==> config.mk <==
export PLATFORM = sky130hd
export DESIGN_NAME = rmx_top
export DESIGN_NICKNAME = d
export VERILOG_FILES = /design/src/rmx_pkg.sv /design/src/rmx_if.sv /design/src/rmx_pred_file.sv /design/src/rmx_ind_read.sv /design/src/rmx_top.sv
export SDC_FILE = /design/constraint.sdc
export NUM_CORES = 2
export LEC_CHECK = 0
export BUFFER_PORTS_ARGS = -buffer_cell sky130_fd_sc_hd__buf_2
export CORE_UTILIZATION = 55
export CTS_BUF_LIST = sky130_fd_sc_hd__clkbuf_4 sky130_fd_sc_hd__clkbuf_8 sky130_fd_sc_hd__clkbuf_16
export CTS_CLUSTER_SIZE = 16
export DETAILED_ROUTE_END_ITERATION = 7
export HOLD_SLACK_MARGIN = 0.08
export PLACE_DENSITY = 0.74
export SLEW_MARGIN = 5
export SYNTH_ARGS = -nofsm -noshare
export SYNTH_HDL_FRONTEND = slang
export SYNTH_SLANG_ARGS = --single-unit
==> constraint.sdc <==
create_clock -name pclk -period 2.81 [get_ports pclk]
set_input_delay 0.1405 -clock pclk [delete_from_list [all_inputs] [get_ports pclk]]
set_output_delay 0.1405 -clock pclk [all_outputs]
set_load 0.01 [all_outputs]
==> src/rmx_pkg.sv <==
package rmx_pkg;

  // operand widths and file sizes
  localparam int unsigned GR_W          = 64;
  localparam int unsigned PRED_CNT      = 64;
  localparam int unsigned STATIC_PRED_N = 16;
  localparam int unsigned ROT_PRED_N    = 48;
  localparam int unsigned MASK_FIELD_W  = 16;
  localparam int unsigned MASK_W        = 17;
  localparam int unsigned ROT_FIELD_W   = 28;
  localparam int unsigned ROT_IMM_W     = 44;
  localparam int unsigned ROT_SHIFT     = 16;
  localparam int unsigned IMM22_W       = 22;
  localparam int unsigned IND_INDEX_W   = 8;
  localparam int unsigned BR_CNT        = 8;
  localparam int unsigned BR_IDX_W      = 3;
  localparam int unsigned QP_IDX_W      = 6;
  localparam int unsigned OP_W          = 4;
  localparam int unsigned ADDR_W        = 8;

  // register byte offsets
  localparam logic [7:0] OFF_CTRL   = 8'h00;
  localparam logic [7:0] OFF_IMM    = 8'h04;
  localparam logic [7:0] OFF_SRC_LO = 8'h08;
  localparam logic [7:0] OFF_SRC_HI = 8'h0c;
  localparam logic [7:0] OFF_SRC_NT = 8'h10;
  localparam logic [7:0] OFF_IP_LO  = 8'h14;
  localparam logic [7:0] OFF_IP_HI  = 8'h18;
  localparam logic [7:0] OFF_RES_LO = 8'h1c;
  localparam logic [7:0] OFF_RES_HI = 8'h20;
  localparam logic [7:0] OFF_STATUS = 8'h24;
  localparam logic [7:0] OFF_PR_LO  = 8'h28;
  localparam logic [7:0] OFF_PR_HI  = 8'h2c;
  localparam logic [7:0] OFF_BR_LO  = 8'h30;
  localparam logic [7:0] OFF_BR_HI  = 8'h34;

  // control field positions
  localparam int unsigned CTRL_OP_LSB = 0;
  localparam int unsigned CTRL_QP_LSB = 4;
  localparam int unsigned CTRL_BR_LSB = 10;
  localparam int unsigned CTRL_IREG   = 13;
  localparam int unsigned CTRL_GO     = 14;

  // status field positions
  localparam int unsigned ST_RES_NAT  = 0;
  localparam int unsigned ST_GR_WR    = 1;
  localparam int unsigned ST_BR_WR    = 2;
  localparam int unsigned ST_PR_WR    = 3;
  localparam int unsigned ST_NAT_FLT  = 4;
  localparam int unsigned ST_RSV_FLT  = 5;
  localparam int unsigned ST_SKIPPED  = 6;
  localparam int unsigned ST_W        = 7;

  // reset values
  localparam logic [31:0]   REG_RST  = 32'h0000_0000;
  localparam logic [63:0]   WIDE_RST = 64'h0000_0000_0000_0000;
  localparam logic [ST_W-1:0] ST_RST = 7'h00;

  typedef enum logic [OP_W-1:0] {
    RMX_OP_FROM_BR,
    RMX_OP_TO_BR,
    RMX_OP_FROM_IND,
    RMX_OP_FROM_IP,
    RMX_OP_FROM_PR,
    RMX_OP_TO_PR,
    RMX_OP_TO_PR_ROT,
    RMX_OP_MOV_IMM,
    RMX_OP_MOV_GR
  } rmx_op_t;

  typedef enum logic {
    RMX_IREG_CPUID,
    RMX_IREG_PMD
  } rmx_ireg_t;

endpackage

==> src/rmx_if.sv <==
interface rmx_pred_if;
  logic                        we;
  logic [rmx_pkg::GR_W-1:0]    mask;
  logic [rmx_pkg::GR_W-1:0]    data;
  logic [rmx_pkg::GR_W-1:0]    rd;
  modport owner (input we, input mask, input data, output rd);
  modport user  (output we, output mask, output data, input rd);
endinterface

interface rmx_ind_if;
  rmx_pkg::rmx_ireg_t               sel;
  logic [rmx_pkg::IND_INDEX_W-1:0]  index;
  logic                             retire;
  logic [rmx_pkg::OP_W-1:0]         op;
  logic [rmx_pkg::GR_W-1:0]         data;
  logic                             reserved;
  modport owner (input sel, input index, input retire, input op, output data, output reserved);
  modport user  (output sel, output index, output retire, output op, input data, input reserved);
endinterface

==> src/rmx_pred_file.sv <==
module rmx_pred_file (
  // clock and reset
  input wire logic    pclk,
  input wire logic    presetn,
  input wire logic    clk_en,
  // predicate port
  rmx_pred_if.owner   pbus
);

  typedef struct packed {
    logic [rmx_pkg::GR_W-1:0] pr;
  } rmx_pred_st_t;

  rmx_pred_st_t st_ff;
  rmx_pred_st_t nxt_st;

  always_comb begin
    nxt_st = st_ff;
    if (pbus.we) begin
      // masked merge keeps every unselected predicate [RL11]
      nxt_st.pr = (st_ff.pr & ~pbus.mask) | (pbus.data & pbus.mask);
    end
  end

  always_ff @(posedge pclk or negedge presetn) begin
    if (!presetn) begin
      st_ff <= '0;
    end else if (clk_en) begin
      st_ff <= nxt_st;
    end
  end

  // predicate zero is hardwired, whatever was written [RL13]
  assign pbus.rd = {st_ff.pr[rmx_pkg::GR_W-1:1], 1'b1};

endmodule

==> src/rmx_ind_read.sv <==
module rmx_ind_read #(
  parameter int unsigned CPUID_CNT = 5,
  parameter int unsigned PMD_CNT   = 4,
  // arbitrary tag placed above the index in identification entries
  parameter logic [55:0] CPUID_TAG = 56'h5a5a_5a5a_5a5a_5a
) (
  // clock and reset
  input wire logic    pclk,
  input wire logic    presetn,
  input wire logic    clk_en,
  // lookup port
  rmx_ind_if.owner    ibus
);

  typedef struct packed {
    logic [PMD_CNT-1:0][rmx_pkg::GR_W-1:0] cnt;
  } rmx_ind_st_t;

  rmx_ind_st_t st_ff;
  rmx_ind_st_t nxt_st;

  // performance data: counter i counts retired moves of op code i
  always_comb begin
    nxt_st = st_ff;
    for (int i = 0; i < PMD_CNT; i++) begin
      if (ibus.retire && ibus.op == rmx_pkg::OP_W'(i)) begin
        nxt_st.cnt[i] = st_ff.cnt[i] + 64'h0000_0000_0000_0001;
      end
    end
  end

  always_ff @(posedge pclk or negedge presetn) begin
    if (!presetn) begin
      st_ff <= '0;
    end else if (clk_en) begin
      st_ff <= nxt_st;
    end
  end

  always_comb begin
    ibus.data     = '0;
    ibus.reserved = 1'b0;
    if (ibus.sel == rmx_pkg::RMX_IREG_CPUID) begin
      if ({1'b0, ibus.index} >= 9'(CPUID_CNT)) begin
        ibus.reserved = 1'b1; // [RL6]
      end else begin
        ibus.data = {CPUID_TAG, ibus.index}; // [RL5]
      end
    end else begin
      // unimplemented performance entries read zero and never fault [RL7]
      for (int i = 0; i < PMD_CNT; i++) begin
        if ({1'b0, ibus.index} == 9'(i)) begin
          ibus.data = st_ff.cnt[i]; // [RL5]
        end
      end
    end
  end

endmodule

==> src/rmx_top.sv <==
// Notes on behaviour
// RL1 - branch read copies branch reg to result and clears result token
// RL2 - branch write copies source; set source token faults and writes nothing
// RL3 - false qualifying predicate: no state change, no fault
// RL4 - indirect index is source bits 7:0 only
// RL5 - file select picks identification or performance data; entry goes to result
// RL6 - nonexistent identification index raises reserved register fault
// RL7 - performance data reads never fault; unimplemented entries read zero
// RL8 - index token fault before reserved check; success clears result token
// RL9 - ip read returns bundle address and clears result token
// RL10 - predicate read puts predicate n at result bit n
// RL11 - masked predicate write changes only predicates with mask bit set
// RL12 - 17-bit mask rebuilt from 16-bit field shifted, sign extended over rotating
// RL13 - predicate zero always reads one
// RL14 - masked predicate write with source token faults, updates nothing
// RL15 - rotating immediate write touches only the 48 rotating predicates
// RL16 - rotating operand from 28-bit field shifted by 16, sign extended
// RL17 - predicates addressed as if rotation base were zero
// RL18 - move immediate sign extends 22 bits to 64, plus register zero
// RL19 - general move adds immediate zero to source
module rmx_top (
  // clock and reset
  input  wire logic                         pclk,
  input  wire logic                         presetn,
  input  wire logic                         clk_en,
  // apb slave
  input  wire logic                         psel,
  input  wire logic                         penable,
  input  wire logic                         pwrite,
  input  wire logic [rmx_pkg::ADDR_W-1:0]   paddr,
  input  wire logic [31:0]                  pwdata,
  input  wire logic [3:0]                   pstrb,
  output logic      [31:0]                  prdata,
  output logic                              pready,
  output logic                              pslverr
);

  typedef struct packed {
    logic [31:0]                                       ctrl;
    logic [31:0]                                       imm;
    logic [rmx_pkg::GR_W-1:0]                          src;
    logic                                              src_nat;
    logic [rmx_pkg::GR_W-1:0]                          ip;
    logic [rmx_pkg::GR_W-1:0]                          res;
    logic [rmx_pkg::ST_W-1:0]                          stat;
    logic [rmx_pkg::BR_CNT-1:0][rmx_pkg::GR_W-1:0]     br;
    logic                                              pend;
    logic                                              rdy;
    logic [31:0]                                       rdata;
    logic                                              err;
  } rmx_top_st_t;

  ////////////////////////////////////////////////////////////////////////////////

  function automatic logic [31:0] strb_merge(input logic [31:0] old_v,
                                             input logic [31:0] new_v,
                                             input logic [3:0]  strb);
    logic [31:0] r;
    r = old_v;
    for (int b = 0; b < 4; b++) begin
      if (strb[b]) begin
        r[b*8 +: 8] = new_v[b*8 +: 8];
      end
    end
    return r;
  endfunction

  function automatic logic addr_mapped(input logic [rmx_pkg::ADDR_W-1:0] a);
    logic m;
    m = 1'b0;
    unique case (a)
      rmx_pkg::OFF_CTRL, rmx_pkg::OFF_IMM, rmx_pkg::OFF_SRC_LO, rmx_pkg::OFF_SRC_HI,
      rmx_pkg::OFF_SRC_NT, rmx_pkg::OFF_IP_LO, rmx_pkg::OFF_IP_HI, rmx_pkg::OFF_RES_LO,
      rmx_pkg::OFF_RES_HI, rmx_pkg::OFF_STATUS, rmx_pkg::OFF_PR_LO, rmx_pkg::OFF_PR_HI,
      rmx_pkg::OFF_BR_LO, rmx_pkg::OFF_BR_HI: m = 1'b1;
      default: m = 1'b0;
    endcase
    return m;
  endfunction

  ////////////////////////////////////////////////////////////////////////////////

  rmx_top_st_t st_ff;
  rmx_top_st_t nxt_st;

  rmx_pred_if pred_bus();
  rmx_ind_if  ind_bus();

  rmx_pred_file rmx_pred_file_i (
    .pclk    (pclk),
    .presetn (presetn),
    .clk_en  (clk_en),
    .pbus    (pred_bus)
  );

  rmx_ind_read rmx_ind_read_i (
    .pclk    (pclk),
    .presetn (presetn),
    .clk_en  (clk_en),
    .ibus    (ind_bus)
  );

  logic [rmx_pkg::OP_W-1:0]     op_code;
  logic [rmx_pkg::QP_IDX_W-1:0] qp_idx;
  logic [rmx_pkg::BR_IDX_W-1:0] br_idx;
  logic                         qp_true;
  logic [rmx_pkg::GR_W-1:0]     sel_br;
  logic [rmx_pkg::GR_W-1:0]     mask_ext;
  logic [rmx_pkg::GR_W-1:0]     rot_ext;
  logic [rmx_pkg::GR_W-1:0]     imm_ext;
  logic                         apb_setup;
  logic                         apb_acc;
  logic                         pr_we;
  logic [rmx_pkg::GR_W-1:0]     pr_mask;
  logic [rmx_pkg::GR_W-1:0]     pr_data;
  logic                         retire;

  assign op_code   = st_ff.ctrl[rmx_pkg::CTRL_OP_LSB +: rmx_pkg::OP_W];
  assign qp_idx    = st_ff.ctrl[rmx_pkg::CTRL_QP_LSB +: rmx_pkg::QP_IDX_W];
  assign br_idx    = st_ff.ctrl[rmx_pkg::CTRL_BR_LSB +: rmx_pkg::BR_IDX_W];
  // rotation base treated as zero: predicate n is file bit n [RL17]
  assign qp_true   = pred_bus.rd[qp_idx];
  assign sel_br    = st_ff.br[br_idx];
  // field holds mask >> 1; bit 0 of the mask is predicate zero and stays clear [RL12]
  assign mask_ext  = {{(rmx_pkg::GR_W - rmx_pkg::MASK_FIELD_W){st_ff.imm[15]}},
                      st_ff.imm[14:0], 1'b0};
  // field holds the 44-bit value >> 16; sign bit fills the top 21 predicates [RL16]
  assign rot_ext   = {{(rmx_pkg::GR_W - rmx_pkg::ROT_IMM_W){st_ff.imm[27]}},
                      st_ff.imm[rmx_pkg::ROT_FIELD_W-1:0], 16'h0000};
  assign imm_ext   = {{(rmx_pkg::GR_W - rmx_pkg::IMM22_W){st_ff.imm[21]}},
                      st_ff.imm[rmx_pkg::IMM22_W-1:0]};
  assign apb_setup = psel && !penable;
  assign apb_acc   = psel && penable && st_ff.rdy;

  assign pred_bus.we    = pr_we;
  assign pred_bus.mask  = pr_mask;
  assign pred_bus.data  = pr_data;
  assign ind_bus.sel    = rmx_pkg::rmx_ireg_t'(st_ff.ctrl[rmx_pkg::CTRL_IREG]);
  assign ind_bus.index  = st_ff.src[rmx_pkg::IND_INDEX_W-1:0]; // [RL4]
  assign ind_bus.retire = retire;
  assign ind_bus.op     = op_code;

  ////////////////////////////////////////////////////////////////////////////////

  always_comb begin
    nxt_st  = st_ff;
    pr_we   = 1'b0;
    pr_mask = '0;
    pr_data = '0;
    retire  = 1'b0;

    // read data and error prepared in setup, shown during the single access cycle
    if (apb_setup && !st_ff.rdy) begin
      nxt_st.rdy   = 1'b1;
      nxt_st.err   = !addr_mapped(paddr);
      nxt_st.rdata = 32'h0000_0000;
      if (!pwrite) begin
        unique case (paddr)
          rmx_pkg::OFF_CTRL:   nxt_st.rdata = st_ff.ctrl;
          rmx_pkg::OFF_IMM:    nxt_st.rdata = st_ff.imm;
          rmx_pkg::OFF_SRC_LO: nxt_st.rdata = st_ff.src[31:0];
          rmx_pkg::OFF_SRC_HI: nxt_st.rdata = st_ff.src[63:32];
          rmx_pkg::OFF_SRC_NT: nxt_st.rdata = {31'h0000_0000, st_ff.src_nat};
          rmx_pkg::OFF_IP_LO:  nxt_st.rdata = st_ff.ip[31:0];
          rmx_pkg::OFF_IP_HI:  nxt_st.rdata = st_ff.ip[63:32];
          rmx_pkg::OFF_RES_LO: nxt_st.rdata = st_ff.res[31:0];
          rmx_pkg::OFF_RES_HI: nxt_st.rdata = st_ff.res[63:32];
          rmx_pkg::OFF_STATUS: nxt_st.rdata = {25'h000_0000, st_ff.stat};
          rmx_pkg::OFF_PR_LO:  nxt_st.rdata = pred_bus.rd[31:0];
          rmx_pkg::OFF_PR_HI:  nxt_st.rdata = pred_bus.rd[63:32];
          rmx_pkg::OFF_BR_LO:  nxt_st.rdata = sel_br[31:0];
          rmx_pkg::OFF_BR_HI:  nxt_st.rdata = sel_br[63:32];
          default:             nxt_st.rdata = 32'h0000_0000;
        endcase
      end
    end else if (apb_acc) begin
      nxt_st.rdy = 1'b0;
    end

    // writes land on the access edge; read-only offsets ignore writes silently
    if (apb_acc && pwrite && !st_ff.err) begin
      unique case (paddr)
        rmx_pkg::OFF_CTRL: begin
          nxt_st.ctrl = strb_merge(st_ff.ctrl, pwdata, pstrb);
          nxt_st.ctrl[rmx_pkg::CTRL_GO] = 1'b0;
          nxt_st.pend = pstrb[1] && pwdata[rmx_pkg::CTRL_GO];
        end
        rmx_pkg::OFF_IMM:    nxt_st.imm = strb_merge(st_ff.imm, pwdata, pstrb);
        rmx_pkg::OFF_SRC_LO: nxt_st.src[31:0] = strb_merge(st_ff.src[31:0], pwdata, pstrb);
        rmx_pkg::OFF_SRC_HI: nxt_st.src[63:32] = strb_merge(st_ff.src[63:32], pwdata, pstrb);
        rmx_pkg::OFF_SRC_NT: begin
          if (pstrb[0]) begin
            nxt_st.src_nat = pwdata[0];
          end
        end
        rmx_pkg::OFF_IP_LO:  nxt_st.ip[31:0] = strb_merge(st_ff.ip[31:0], pwdata, pstrb);
        rmx_pkg::OFF_IP_HI:  nxt_st.ip[63:32] = strb_merge(st_ff.ip[63:32], pwdata, pstrb);
        default: ;
      endcase
    end

    // one move executes in the cycle after its go write
    if (st_ff.pend) begin
      nxt_st.pend = 1'b0;
      nxt_st.stat = rmx_pkg::ST_RST;
      if (!qp_true) begin
        nxt_st.stat[rmx_pkg::ST_SKIPPED] = 1'b1; // [RL3]
      end else begin
        retire = 1'b1;
        unique case (rmx_pkg::rmx_op_t'(op_code))
          rmx_pkg::RMX_OP_FROM_BR: begin
            nxt_st.res = sel_br; // [RL1]
            nxt_st.stat[rmx_pkg::ST_GR_WR] = 1'b1;
          end
          rmx_pkg::RMX_OP_TO_BR: begin
            if (st_ff.src_nat) begin
              nxt_st.stat[rmx_pkg::ST_NAT_FLT] = 1'b1; // [RL2]
            end else begin
              nxt_st.br[br_idx] = st_ff.src; // [RL2]
              nxt_st.stat[rmx_pkg::ST_BR_WR] = 1'b1;
            end
          end
          rmx_pkg::RMX_OP_FROM_IND: begin
            if (st_ff.src_nat) begin
              nxt_st.stat[rmx_pkg::ST_NAT_FLT] = 1'b1; // [RL8]
            end else if (ind_bus.reserved) begin
              nxt_st.stat[rmx_pkg::ST_RSV_FLT] = 1'b1; // [RL6]
            end else begin
              nxt_st.res = ind_bus.data; // [RL5] [RL8]
              nxt_st.stat[rmx_pkg::ST_GR_WR] = 1'b1;
            end
          end
          rmx_pkg::RMX_OP_FROM_IP: begin
            nxt_st.res = st_ff.ip; // [RL9]
            nxt_st.stat[rmx_pkg::ST_GR_WR] = 1'b1;
          end
          rmx_pkg::RMX_OP_FROM_PR: begin
            nxt_st.res = pred_bus.rd; // [RL10]
            nxt_st.stat[rmx_pkg::ST_GR_WR] = 1'b1;
          end
          rmx_pkg::RMX_OP_TO_PR: begin
            if (st_ff.src_nat) begin
              nxt_st.stat[rmx_pkg::ST_NAT_FLT] = 1'b1; // [RL14]
            end else begin
              pr_we   = 1'b1; // [RL11]
              pr_mask = mask_ext;
              pr_data = st_ff.src;
              nxt_st.stat[rmx_pkg::ST_PR_WR] = 1'b1;
            end
          end
          rmx_pkg::RMX_OP_TO_PR_ROT: begin
            pr_we   = 1'b1;
            pr_mask = {{rmx_pkg::ROT_PRED_N{1'b1}}, 16'h0000}; // [RL15]
            pr_data = rot_ext;
            nxt_st.stat[rmx_pkg::ST_PR_WR] = 1'b1;
          end
          rmx_pkg::RMX_OP_MOV_IMM: begin
            nxt_st.res = imm_ext + rmx_pkg::WIDE_RST; // [RL18]
            nxt_st.stat[rmx_pkg::ST_GR_WR] = 1'b1;
          end
          rmx_pkg::RMX_OP_MOV_GR: begin
            // the source token is copied through to the result token status bit
            nxt_st.res = st_ff.src + rmx_pkg::WIDE_RST; // [RL19]
            nxt_st.stat[rmx_pkg::ST_RES_NAT] = st_ff.src_nat;
            nxt_st.stat[rmx_pkg::ST_GR_WR]   = 1'b1;
          end
          default: begin
            // undefined op codes retire nothing and change no state except clearing the status
            retire = 1'b0;
          end
        endcase
      end
    end
  end

  always_ff @(posedge pclk or negedge presetn) begin
    if (!presetn) begin
      st_ff <= '0;
    end else if (clk_en) begin
      st_ff <= nxt_st;
    end
  end

  assign prdata  = st_ff.rdata;
  assign pready  = st_ff.rdy;
  assign pslverr = st_ff.err;

  logic fire;
  logic fire_q;
  assign fire   = st_ff.pend && clk_en && qp_true;
  assign fire_q = st_ff.pend && clk_en && !qp_true;
endmodule

After elaboration in Yosys (flattened, before gate mapping):

Memory sizes are Yosys's and may differ from the RTL's.
Cells that the tools add are included.
W data, S select, Z words.

* $add $sub $neg: 4
* magnitude comparators: 4
* equality and inequality tests: 26
* multiplexer cells: 56
* bitwise logic cells: 5
* reduce and logical (&&, ||, !) cells: 60

Operator list (number)
* $mux W512: 2
* $mux W64: 15
* $mux W518: 1
* $bwmux W512: 1
* $pmux W32 S14: 1
* $pmux W64 S6: 1
* $add A64 B1 Y64 const B: 4
* $pmux W64 S2: 2
* $bmux W64 S3: 1
* $demux W64 S3: 1
* $and A64 B64 Y64: 2
* $reduce_and A4 Y1: 25
* $not A64 Y64: 1
* $or A64 B64 Y64: 1
* $mux W63: 1
* $eq A8 B6 Y1 const B: 6
* $eq A8 B5 Y1 const B: 4
* $mux W32: 1
* $mux W1: 26
* $eq A4 B3 Y1 const B: 4
* $eq A8 B2 Y1 const B: 2
* $eq A8 B4 Y1 const B: 2
* $logic_not A8 Y1: 2
* $reduce_and A2 Y1: 8
* other kinds (24): 41

* flip-flop bits (word level): 1130
* ROM bits: 64
* input bits: 50
* output and inout port bits: 34
* word-level logic and storage cells: 200
* memories kept: 1

Memories
* (no name shown): words 64, width 1, rd ports 1, clocked after memory_dff 0, write ports 0, line rmx_top.sv:71 `unique case (a)`

Logic depth before layout (Yosys ltp):

* word-level depth: 9
* mapped depth: 11

By module:

From an unflattened synthesis, not the netlist that was laid out.

* cells, all modules: 4969
* area, all modules: 58426.0 sq um

By module, submodules not included
* rmx_top: times used 1, cells an instance 3376, area each 41368.4 sq um, sequential area each 20269.4 sq um
* rmx_ind_read: times used 1, cells an instance 1388, area each 13937.1 sq um, sequential area each 6406.1 sq um
* rmx_pred_file: times used 1, cells an instance 205, area each 3120.5 sq um, sequential area each 1576.5 sq um

Least setup slack after synthesis:

No wires, ideal clock.

* path type: reg2reg
* from: register st_ff (netlist bit qp_idx[1])
* to: register (tool-made name)
* data arrival time: 2.941 ns
* data required time: 2.685 ns
* path slack: -0.256 ns
* stages on the path, launching flop included: 11
* cells stage by stage: dfrtp_1 -> buf_6 -> buf_6 -> mux4_2 -> mux2i_1 -> a221oi_4 -> a22oi_4 -> buf_4 -> nor4_4 -> buf_6 -> mux2_2

RTL lines
* start, declared: line rmx_top.sv:83 `rmx_top_st_t st_ff;`
* start signal, assigned: line rmx_top.sv:280 `st_ff <= nxt_st;`

==> run metrics <==
Yosys cell types 78; Die ar. 0.1046 mm2; clock sink total 1129; share of cells above drive strength 1 0.3418; WP data arrival 3.54 ns; VDD IR-drop max 0.5536 mV; # port buffers 83; count of state elements after synthesis 1129; TritonCTS Buffers 117; initial antenna violation count 18; failing checks DRC, capacitance limit, setup timing; Slew Viols, Final 0; DRC viols 27; Setup violations, final 395; Skew-Pair Late Insertion Delay 0.74 ns; Setup Skew 0.03635 ns; CTS H-tree depth 3; Final Cycle Share 1.043; unrepaired setup endpoints after global routing yes; Reg clk slew, reported paths 0.07 ns; EDFF count, synth 0; commonest non-fill, non-tap cell in the layout dfrtp_1; largest net degree at the start of global routing 109; Ys Warns 0; routed via count 47700; outcome complete, but fails checks; Starting Density 0.5568; average vias per placed instance 7.101; maximum clock rate 341.3 MHz; Leakage 32.35 nW; Max clock buf depth 3; Die Span Y 323.4 um; first-pass GRT wire length 319300 um; Placed Cells 6424; Hold Vio Cnt, Final 0; Pwr per Cell Area 494.0 mW/mm2; Crit path largest cell delay 0.42 ns; die span in x 323.4 um; slew margin rel. 0.008350; final cell count without fillers 6718; Area Growth Syn to Fin 20.46%; vias in the first global route 46780; Routed WL 222700 um; setup ws final -0.1197 ns; Util after Layout 0.6707; DR WL/cell 33.15 um; ANT nets after route 0; Max-cap violations 1; Power, Total 33.81 mW; worst-margin pin slew 1.450 ns; CTS tree yes; worst min path class input pin to flip-flop; CP Launch Type flip-flop; Crit-path slowest cell dfrtp_1; GRT overflow 0; min Tclk post-route 2.930 ns; Synth Cell Area 0.05681 mm2; nets@finish 5297; CP endpoint kind flip-flop; DPL Wire Length 151700 um; r2r setup slk -0.12 ns; hold_ws 0.1244 ns; most frequent CP cell buf_12; Synth Net Count 4920; Root Driver clkbuf_16; GPL Wtd Cong 1.050; First DRT Iteration DRCs 7504; First-pass DRT Iterations 8; All-Layer GR Usage 0.4182; Synth Area per Inst 11.68 um2; post-synthesis async set-or-reset flop share 1.000; worst path cell trace buf_12 > mux4_2 > mux2i_1 > a221oi_4 > a22oi_4 > buf_12 > nor4b_4 > buf_6 > buf_12 > mux2_2; I/O pins 84; synthesized instance count 4866; commonest non-fill, non-tap cells in the layout dfrtp_1 (1124), mux2_2 (728), buf_4 (437); core box area 0.1020 mm2; Req. time, crit path 3.42 ns; Seq/Total Area, Yosys 0.4973; row count 117; crit path kind flip-flop to flip-flop; Critical Path Fanout Max 12; ys flop type dfrtp_1
through the flow:
step	TNS (ns)	setup WS (ns)	instance area, um2
after floorplan	-12.81	-0.09578	56970
after global placement	-95.74	-0.3165	62790
after detailed placement	-95.80	-0.3235	62790
after CTS	-6.361	-0.06507	67710
after global routing	-61.42	-0.1804	68420
final	-19.41	-0.1197	68440
cells in the mapped netlist, drive strengths merged, types with 14 or more instances:
cell type / number / share of area
a222oi: 70 / 0.012
o2bb2ai: 31 / 0.0048
inv: 48 / 0.0032
clkbuf: 290 / 0.019
nand2: 296 / 0.020
o22a: 19 / 0.0029
mux4: 47 / 0.019
a221oi: 76 / 0.012
o21ai: 122 / 0.011
mux2i: 104 / 0.018
a31oi: 26 / 0.0030
nand4: 105 / 0.012
nand3: 217 / 0.019
o2111ai: 14 / 0.0022
a21oi: 40 / 0.0035
nor2: 114 / 0.0075
or3: 14 / 0.0015
o31ai: 18 / 0.0024
o221ai: 26 / 0.0040
a32oi: 25 / 0.0039
buf: 153 / 0.015
o22ai: 36 / 0.0040
nor3: 100 / 0.0088
and2: 35 / 0.0039
nor4b: 20 / 0.0032
xor2: 190 / 0.029
dfrtp: 1129 / 0.50
a22oi: 177 / 0.024
nor4: 116 / 0.014
a22o: 74 / 0.011
and3: 49 / 0.0054
mux2: 862 / 0.17
and4: 29 / 0.0045
a2bb2oi: 19 / 0.0029
xnor2: 62 / 0.0096
logic make-up after synthesis:
logic type | Yosys count | synth area share
buffers and inverters | 492 | 0.03724
flip-flops | 1129 | 0.4973
AND/OR/NAND/NOR | 1148 | 0.1057
multiplexers | 1013 | 0.2078
AO/OA/AOI/OAI | 828 | 0.1123
adder cells (fa/ha/maj) | 4 | 0.0008810
XOR/XNOR | 252 | 0.03885
worst max-delay path: cells and delay by family, from the launching register on:
kind                   cells  cell delay (ns)
buffers and inverters      4             0.80
flip-flops                 1             0.42
multiplexers               3             0.80
AO/OA/AOI/OAI              2             0.48
AND/OR/NAND/NOR            1             0.30
repair_timing:
action,4_1_cts,5_1_grt
resized for setup,51,92
endpoints found under the hold margin,922,0
gates cloned,2,11
setup buffers,6,7
endpoints found under the setup margin,559,719
pin swaps,3,3
hold buffers,42,0
cell type report:
type	count	area (um2)
multi-input cells	3245	27180
clock inverters	39	519.2
inverters	49	185.2
well taps	1368	1712
clock buffers	179	3670
fillers	7442	33600
repair buffers	701	6874
diodes	8	20.02
flip-flops and latches	1129	28270
final timing paths:
kind                                                 from                         to  cells after the start
worst max register to register                  qp_idx[1]                  flip-flop                     10
worst min-delay path                             paddr[2]                 st_ff[682]                      5
max in group asynchronous                         presetn  rmx_ind_read_i.st_ff[147]                      4
worst min register to register  rmx_ind_read_i.st_ff[127]  rmx_ind_read_i.st_ff[127]                      1
min in group asynchronous                         presetn                  async pin                      3
worst max-delay path                            qp_idx[1]                  flip-flop                     10
power breakdown:
part	switching (mW)	internal (mW)	total, mW	leakage (nW)
Combinational	0.550	0.169	0.719	14.7
Clock	6.84	9.98	16.8	2.10
Sequential	0.00801	16.3	16.3	15.6
Total	7.40	26.4	33.8	32.4
layer usage:
layer | part of all wire | vias up | track usage
li1 | - | 19090 | -
met1 | 0.36 | 24220 | 0.5193
met2 | 0.43 | 3372 | 0.6182
met3 | 0.12 | 998 | 0.1362
met4 | 0.084 | 22 | 0.2904
met5 | 0.00065 | - | 0
Power figures use the tool's default switching activity.
